==> config.mk <==
export PLATFORM = sky130hd
export DESIGN_NAME = nio_expander
export DESIGN_NICKNAME = d
export VERILOG_FILES = /design/src/verilog/nio_pkg.sv /design/src/verilog/nio_sync.sv /design/src/verilog/nio_expander.sv
export SDC_FILE = /design/constraint.sdc
export NUM_CORES = 1
export LEC_CHECK = 0
export BUFFER_PORTS_ARGS = -buffer_cell sky130_fd_sc_hd__buf_2
export CORE_UTILIZATION = 35
export DETAILED_ROUTE_END_ITERATION = 12
export MAX_ROUTING_LAYER = met4
export PLACE_DENSITY_LB_ADDON = 0.12
export SYNTH_ARGS = -nofsm -noshare
export SYNTH_HDL_FRONTEND = slang
export SYNTH_HIERARCHICAL = 1
export SYNTH_SLANG_ARGS = --single-unit
==> constraint.sdc <==
create_clock -name sys_clk_i -period 4.65 [get_ports sys_clk_i]
set_clock_uncertainty 0.1 [all_clocks]
set_input_delay 1.1625 -clock sys_clk_i [delete_from_list [all_inputs] [get_ports sys_clk_i]]
set_output_delay 1.1625 -clock sys_clk_i [all_outputs]
set_load 0.02 [all_outputs]
==> src/verilog/nio_pkg.sv <==
package nio_pkg;

  // Port geometry
  localparam int NIO_NIBBLE_W = 4;
  localparam int NIO_PORTS    = 4;

  // Control nibble fields
  localparam int NIO_SEL_LSB  = 0;
  localparam int NIO_SEL_MSB  = 1;
  localparam int NIO_OP_LSB   = 2;
  localparam int NIO_OP_MSB   = 3;

  // Operation codes
  localparam logic [1:0] NIO_OP_READ  = 2'h0;
  localparam logic [1:0] NIO_OP_WRITE = 2'h1;
  localparam logic [1:0] NIO_OP_OR    = 2'h2;
  localparam logic [1:0] NIO_OP_AND   = 2'h3;

  // Reset values
  localparam logic [3:0] NIO_LATCH_RST = 4'h0;
  localparam logic [1:0] NIO_SEL_RST   = 2'h0;

  // Synchroniser: strobe, select, host nibble, four peripheral nibbles
  localparam int NIO_SYNC_W   = 2 + NIO_NIBBLE_W * (1 + NIO_PORTS);

  // Transaction phase
  typedef enum logic {
    NIO_IDLE,
    NIO_ACTIVE
  } nio_phase_t;

endpackage

==> src/verilog/nio_sync.sv <==
`timescale 1ns/1ps
module nio_sync #(
  parameter int W = 8
) (
  // Clock and reset
  input  wire logic         sys_clk_i,
  input  wire logic         rst_i,
  // Asynchronous in, synchronised out
  input  wire logic [W-1:0] async_i,
  output logic      [W-1:0] sync_o
);

  // Both flop stages of every bit
  typedef struct packed {
    logic [W-1:0] stage1;
    logic [W-1:0] stage2;
  } nio_sync_t;

  nio_sync_t r;
  nio_sync_t next_r;

  // First stage feeds only the second
  always_comb begin
    next_r        = r;
    next_r.stage1 = async_i;
    next_r.stage2 = r.stage1;
  end

  // Both stages cleared in reset
  always_ff @(posedge sys_clk_i or posedge rst_i) begin
    if (rst_i) begin
      r <= '0;
    end else begin
      r <= next_r;
    end
  end

  // Output straight from the second stage
  assign sync_o = r.stage2;

endmodule

==> src/verilog/nio_expander.sv <==
`timescale 1ns/1ps
module nio_expander (
  // Clock and reset
  input  wire logic       sys_clk_i,
  input  wire logic       rst_i,
  // Host control
  input  wire logic       program_strobe_i,
  input  wire logic       chip_select_n_i,
  // Host nibble port
  input  wire logic [3:0] host_nibble_port_i,
  output logic      [3:0] host_nibble_port_o,
  output logic      [3:0] host_nibble_port_oe_o,
  // Peripheral port a
  input  wire logic [3:0] peripheral_port_a_i,
  output logic      [3:0] peripheral_port_a_o,
  output logic      [3:0] peripheral_port_a_oe_o,
  // Peripheral port b
  input  wire logic [3:0] peripheral_port_b_i,
  output logic      [3:0] peripheral_port_b_o,
  output logic      [3:0] peripheral_port_b_oe_o,
  // Peripheral port c
  input  wire logic [3:0] peripheral_port_c_i,
  output logic      [3:0] peripheral_port_c_o,
  output logic      [3:0] peripheral_port_c_oe_o,
  // Peripheral port d
  input  wire logic [3:0] peripheral_port_d_i,
  output logic      [3:0] peripheral_port_d_o,
  output logic      [3:0] peripheral_port_d_oe_o
);

  // Whole state of the block
  typedef struct packed {
    // Transfer phase and strobe edge tracking
    nio_pkg::nio_phase_t phase;
    logic                strobe_q;
    // Port and operation taken at the falling edge
    logic [1:0]          sel;
    logic [1:0]          op;
    // Output latches and drive enables, port a first
    logic [3:0][3:0]     latch;
    logic [3:0]          drive;
    // Read data path to the host port
    logic [3:0]          host_out;
    logic                host_oe;
  } nio_state_t;

  nio_state_t r;
  nio_state_t next_r;

  // Reset state: every pin released, latches cleared
  localparam nio_state_t NIO_STATE_RST = '{
    phase:    nio_pkg::NIO_IDLE,
    strobe_q: 1'b0,
    sel:      nio_pkg::NIO_SEL_RST,
    op:       nio_pkg::NIO_OP_READ,
    latch:    {nio_pkg::NIO_PORTS{nio_pkg::NIO_LATCH_RST}},
    drive:    4'h0,
    host_out: nio_pkg::NIO_LATCH_RST,
    host_oe:  1'b0
  };

  // Synchronised pin values
  logic [nio_pkg::NIO_SYNC_W-1:0] raw_in;
  logic [nio_pkg::NIO_SYNC_W-1:0] sync_in;
  logic                           strobe_s;
  logic                           cs_n_s;
  logic [3:0]                     host_s;
  logic [3:0][3:0]                periph_s;

  // Strobe edges seen on the system clock
  logic                           strobe_fall;
  logic                           strobe_rise;

  // Fields of the control nibble on the host port
  logic [1:0]                     cap_sel;
  logic [1:0]                     cap_op;

  // Combine the new nibble with the old latch per operation
  function automatic logic [3:0] nio_apply(input logic [1:0] op,
                                           input logic [3:0] old_val,
                                           input logic [3:0] new_val);
    logic [3:0] res;
    res = old_val;
    case (op)
      nio_pkg::NIO_OP_WRITE: res = new_val;
      nio_pkg::NIO_OP_OR:    res = old_val | new_val;
      nio_pkg::NIO_OP_AND:   res = old_val & new_val;
      default:               res = old_val;
    endcase
    return res;
  endfunction

  // Read is the only operation that leaves the latch alone
  function automatic logic nio_is_read(input logic [1:0] op);
    return op == nio_pkg::NIO_OP_READ;
  endfunction

  // Take a new control nibble in any phase
  function automatic nio_state_t nio_capture(input nio_state_t s,
                                             input logic [1:0] sel,
                                             input logic [1:0] op);
    nio_state_t res;
    res         = s;
    res.sel     = sel;
    res.op      = op;
    res.phase   = nio_pkg::NIO_ACTIVE;
    res.host_oe = nio_is_read(op);
    // Reads turn the port round and drive the host
    if (nio_is_read(op)) begin
      res.drive[sel] = 1'b0;
    end
    return res;
  endfunction

  // All pins from outside except clock and reset pass two flops first
  assign raw_in = {program_strobe_i, chip_select_n_i, host_nibble_port_i,
                   peripheral_port_d_i, peripheral_port_c_i,
                   peripheral_port_b_i, peripheral_port_a_i};

  // One synchroniser carries the whole bundle
  nio_sync #(
    .W (nio_pkg::NIO_SYNC_W)
  ) u_sync (
    .sys_clk_i (sys_clk_i),
    .rst_i     (rst_i),
    .async_i   (raw_in),
    .sync_o    (sync_in)
  );

  // Unpack synchronised bundle
  assign strobe_s = sync_in[nio_pkg::NIO_SYNC_W-1];
  assign cs_n_s   = sync_in[nio_pkg::NIO_SYNC_W-2];
  assign host_s   = sync_in[nio_pkg::NIO_SYNC_W-3 -: nio_pkg::NIO_NIBBLE_W];

  // Peripheral nibbles, port a in the lowest bits
  genvar gi;
  generate
    for (gi = 0; gi < nio_pkg::NIO_PORTS; gi++) begin : g_periph
      assign periph_s[gi] = sync_in[gi*nio_pkg::NIO_NIBBLE_W +:
                                    nio_pkg::NIO_NIBBLE_W];
    end
  endgenerate

  // Strobe edges found on the system clock
  assign strobe_fall = r.strobe_q & ~strobe_s;
  assign strobe_rise = ~r.strobe_q & strobe_s;

  // Control nibble fields
  assign cap_sel = host_s[nio_pkg::NIO_SEL_MSB:nio_pkg::NIO_SEL_LSB];
  assign cap_op  = host_s[nio_pkg::NIO_OP_MSB:nio_pkg::NIO_OP_LSB];

  // Next-state logic
  always_comb begin
    next_r          = r;
    next_r.strobe_q = strobe_s;
    // Deselected: strobe edges change nothing
    if (!cs_n_s) begin
      case (r.phase)
        nio_pkg::NIO_IDLE: begin
          // Falling edge opens a transfer
          if (strobe_fall) begin
            next_r = nio_capture(next_r, cap_sel, cap_op);
          end
        end
        nio_pkg::NIO_ACTIVE: begin
          if (strobe_rise) begin
            // Rising edge closes the transfer
            next_r.phase   = nio_pkg::NIO_IDLE;
            next_r.host_oe = 1'b0;
            if (!nio_is_read(r.op)) begin
              next_r.latch[r.sel] = nio_apply(r.op, r.latch[r.sel],
                                              host_s);
              next_r.drive[r.sel] = 1'b1;
            end
          end else if (strobe_fall) begin
            // Lost rising edge: start over with the new nibble
            next_r = nio_capture(next_r, cap_sel, cap_op);
          end
        end
        default: begin
          // Unused phase code falls back to idle
          next_r.phase = nio_pkg::NIO_IDLE;
        end
      endcase
    end
    // Track the selected input while reading
    if (next_r.host_oe) begin
      next_r.host_out = periph_s[next_r.sel];
    end
  end

  // State register
  always_ff @(posedge sys_clk_i or posedge rst_i) begin
    if (rst_i) begin
      r <= NIO_STATE_RST;
    end else begin
      r <= next_r;
    end
  end

  // Host port: read data plus its enable
  assign host_nibble_port_o     = r.host_out;
  assign host_nibble_port_oe_o  = {4{r.host_oe}};

  // Port a: latch plus drive enable
  assign peripheral_port_a_o    = r.latch[0];
  assign peripheral_port_a_oe_o = {4{r.drive[0]}};

  // Port b: latch plus drive enable
  assign peripheral_port_b_o    = r.latch[1];
  assign peripheral_port_b_oe_o = {4{r.drive[1]}};

  // Port c: latch plus drive enable
  assign peripheral_port_c_o    = r.latch[2];
  assign peripheral_port_c_oe_o = {4{r.drive[2]}};

  // Port d: latch plus drive enable
  assign peripheral_port_d_o    = r.latch[3];
  assign peripheral_port_d_oe_o = {4{r.drive[3]}};

endmodule

Yosys cells after proc, flatten, opt, wreduce, memory -nomap -nowiden
Index checks and enable logic that the tools add are counted.
{ "word_totals": {"elab_cells": 78, "ff_bits": 75} }
{ "op_classes": {"bitwise_logic": 11, "order_cmp": 5, "n_reduce_logical": 8, "eq_ne": 13, "n_mux": 28} }
{ "ops": {"columns": ["cell", "count"], "rows": [
  ["$pmux 31 s2", 1],
  ["$mux 4", 11],
  ["$mux 20", 2],
  ["$mux 31", 1],
  ["$mux 30", 1],
  ["$mux 29", 1],
  ["$bmux 4 s2", 2],
  ["$bwmux 16", 1],
  ["$pmux 4 s3", 1],
  ["$reduce_and 4->1", 3],
  ["$ne 2x2->1 const B", 5],
  ["$lt 2x3->1 const B", 3],
  ["$and 4x4->4", 2],
  ["$demux 4 s2", 1],
  ["$or 4x4->4", 2],
  ["$ne 2x1->1 const B", 3],
  ["$demux 1 s2", 2],
  ["$eq 2x2->1 const B", 2],
  ["$ge 2x1->1 const B", 2],
  ["$logic_not 2->1", 2],
  ["$mux 1", 4],
  ["$not 1->1", 4],
  ["$not 4->4", 1],
  ["$ne 3x1->1 const B", 1],
  ["other kinds (5)", 7]
]} }

Depth between registers and ports, before layout
{ "depth": {"depth_word": 16, "depth_mapped": 6, "depth_no_buf": 5} }

By module
The synthesis kept the hierarchy.
{ "modules_own_cells": {"columns": ["module", "seq_area_each_um2", "cells_per_inst", "area_per_inst_um2", "n_inst"], "rows": [
  ["nio_expander", 775.7, 182, 1969.4, 1],
  ["nio_sync", 1101.1, 45, 1104.8, 1]
]} }

Least setup slack after synthesis
No wires, ideal clock.
{ "synth_path": {"path_kind": "reg2out", "startpoint": "register r, in the netlist peripheral_port_a_oe_o[0]", "endpoint": "output port peripheral_port_a_oe_o[0]", "path_slack_ns": 2.830, "path_buffers": 1, "arrival_ns": 0.557, "path_stages_with_launch": 2, "path_cell_list": "dfrtp_1 -> buf_4"} }
{ "synth_lines": {"columns": ["item", "line_no", "text"], "rows": [
  ["from (decl)", "nio_expander.sv:47", "nio_state_t r;"],
  ["from (signal assigned)", "nio_expander.sv:197", "r <= next_r;"],
  ["to (decl)", "nio_expander.sv:16", "output logic [3:0] peripheral_port_a_oe_o,"]
]} }
No word-level cell between the ends.

Final worst setup path
{ "layout_path": {"startpoint": "register r, in the netlist peripheral_port_d_oe_o[0]", "endpoint": "output port peripheral_port_d_oe_o[2]"} }
{ "layout_lines": {"columns": ["item", "line_no", "text"], "rows": [
  ["to (decl)", "nio_expander.sv:28", "output logic [3:0] peripheral_port_d_oe_o"]
]} }
No word-level cell between the ends.

==> metrics <==
Max Slew Vio Count=0; post-synth net total=251; Synth Instances=227; die area=9160 um^2; Routed Antenna Nets=0; synth top area cells=dfrtp_1 (61%), buf_4 (10%), mux2_2 (6.6%), mux4_2 (2.9%), o21ai_0 (2.8%); Die X=95.7 um; total core area=8340 um^2; H-Tree Depth=3; status=completed; post-cts resize count=0; initial antenna violation count=0; placed cell count=353; FFs w/ async S/R, synth=100%; WS Path Type=reg2out; Post-DP HPWL=3.72 mm; Avg Vias per Cell=4.70; top post-synthesis cells by count=dfrtp_1 (75), buf_4 (42), mux2_2 (18), o21ai_0 (17), inv_1 (9); wire per inst=14.8 um; Fin. Hold Viols=0; Mapped Avg Cell Area=13.5 um^2; most crowded layer after global routing=met2; total congestion overflow=0; maxcap violations=0; post-synth top area share=61.1%; met3 Track Usage GR=4.74%; Synth cell types=29; Worst-Margin Slew=0.533 ns; Initial Utilization=36.9%; GPL Wtd Cong=0.763; layout cell share with drive strength beyond 1=42.0%; RSZ-0062 raised after global routing=false; setup TNS=0 ns; critical path fanouts, max=6; CP max-delay cell=dfrtp_1; met2 Usage GRT=21.8%; Layout Nets=283; multiplexer share of the synthesized area=10.3%; CP top delay family=flip-flops; Final Cycle Share=47.7%; Top Ports=64; Worst-Skew Late Latency=0.34 ns; Max stage delay on crit path=0.42 ns; sequential fraction of the synthesis area=61.1%; Buffers on Ports=63; Post-Synth Adder-Cell Area=0%; worst path cell trace=buf_2; top-count cell post-synth=dfrtp_1; Max clock buf depth=2; Non-Filler Instances=369; clock slew at reported path FFs=0.08 ns; Layout area overhead=10.5%; power per cell area=555 nW/um^2; Synth Area in Compound Gates=10.6%; peak supply drop=0.187 mV; Post-Synth XOR/XNOR Area=0%; Post-synth EDFFs=0; # setup viols final=0; Tmin final=2.22 ns; Synth Area in Simple Gates=6.02%; largest family of logic cells by synthesized area=buffers and inverters; # rows=33; routed vias=1736; Worst EP required=3.39 ns; max frequency=451 MHz; root buf cell=clkbuf_8; synthesized area=3070 um^2; Synth Register Bits=75; Global Route Usage Sum=14.1%; largest net degree at the start of global routing=45; Synth area leader=dfrtp_1; initial drt markers=72; DR pass1 iterations=4; Post-route DRC=0; warning count from the yosys run=6; critical path arrival=0.95 ns; crit path buf inv count=1; ANT cells=0; vias in the first global route=1707; DIE HEIGHT=95.7 um; hold_buf cts=0; Sinks on Clock Net=75; setup bufs post-CTS=0; CP startpoint kind=flop; Main synth FF type=dfrtp_1; TritonCTS clock tree=done; r2r setup slk=2.55 ns; first-pass GRT wire length=8.90 mm; min-delay worst type=reg2reg; CP Capture Type=output pin; Num CTS Buffers=9; Slew HR=64.3%; M1 GR Usage=16.9%; Lkg Pwr=1.62 nW; Routed WL=5.47 mm
-- kinds of logic (layout without fill, tap and decap cells) --
group,after synthesis,after routing
AO/OA/AOI/OAI,52,52
multiplexers,23,23
flip-flops,75,75
buffers and inverters,53,90
AND/OR/NAND/NOR,24,24
-- per-layer routing --
metal	share of wire [%]	wire, um
met4	1.6	89
met1	45	2470
met2	48	2650
met3	4.8	261
met5	0	0
-- power breakdown --
part	switching [mW]	internal (mW)	total, mW	leakage (nW)
registers	0.101	0.759	0.859	0.912
clock network	0.245	0.252	0.497	0.104
logic	0.320	0.207	0.527	0.605
total	0.666	1.22	1.88	1.62
-- area by class of cell --
cell class	count	area (um^2)
clock buffers	9	124
clock inverters	7	75.1
fillers	810	4940
inverters	9	33.8
multi-input cells	99	826
flip-flops and latches	75	1880
well taps	105	131
repair buffers	65	330
-- path summary, 6_finish.rpt --
| check | from | end | cells after the start |
|---|---|---|---|
| max in group asynchronous | rst_i | u_sync/sync_o[7] | 3 |
| setup reg to reg | u_sync/sync_o[20] | peripheral_port_d_o[2] | 4 |
| min in group asynchronous | rst_i | peripheral_port_b_oe_o[0] | 3 |
| setup / recovery | peripheral_port_d_oe_o[0] | peripheral_port_d_oe_o[2] | 1 |
| hold / removal | u_sync/next_r[20] | u_sync/sync_o[20] | 0 |
| hold reg to reg | u_sync/next_r[20] | u_sync/sync_o[20] | 0 |
-- flip-flops by register name (all words and copies together), names as in the netlist --
name,cells
peripheral_port_b_oe_o,1
u_sync/next_r,22
r,6
peripheral_port_a_oe_o,1
peripheral_port_b_o,4
peripheral_port_d_oe_o,1
host_nibble_port_o,4
peripheral_port_c_o,4
peripheral_port_c_oe_o,1
peripheral_port_a_o,4
u_sync/sync_o,22
peripheral_port_d_o,4
host_nibble_port_oe_o,1
-- metrics by stage --
stage / total power, mW / hold WS [ns] / util (%) / cell area, um^2 / setup WS, ns
final: 1.88 / 0.249 / 40.7 / 3400 / 2.43
after global routing: 2.01 / 0.258 / 40.7 / 3400 / 2.34
after CTS: 1.92 / 0.251 / 40.7 / 3400 / 2.40
after detailed placement: 1.41 / 0.235 / 38.3 / 3200 / 2.56
after global placement: 1.41 / 0.233 / 38.3 / 3200 / 2.55
after floorplan: 1.39 / 0.231 / - / 3070 / 2.36
-- cells in the final DEF (no fill, tap or decap), types with 2 or more instances in the layout --
cell,synthesis,final
dfrtp_1,75,75
buf_2,0,63
mux2_2,18,18
o21ai_0,17,17
clkbuf_8,0,9
a21oi_1,8,8
inv_1,9,8
a221oi_1,8,8
and2b_1,7,7
a31oi_1,6,6
mux4_2,4,4
nor3_2,4,4
o211ai_1,4,4
o31ai_1,4,4
inv_6,0,3
o21ai_1,2,2
nor2_1,2,2
nand3b_1,2,2
o21a_1,2,2
clkinv_2,0,2
buf_4,42,2
(Power assumes the default switching activity.)
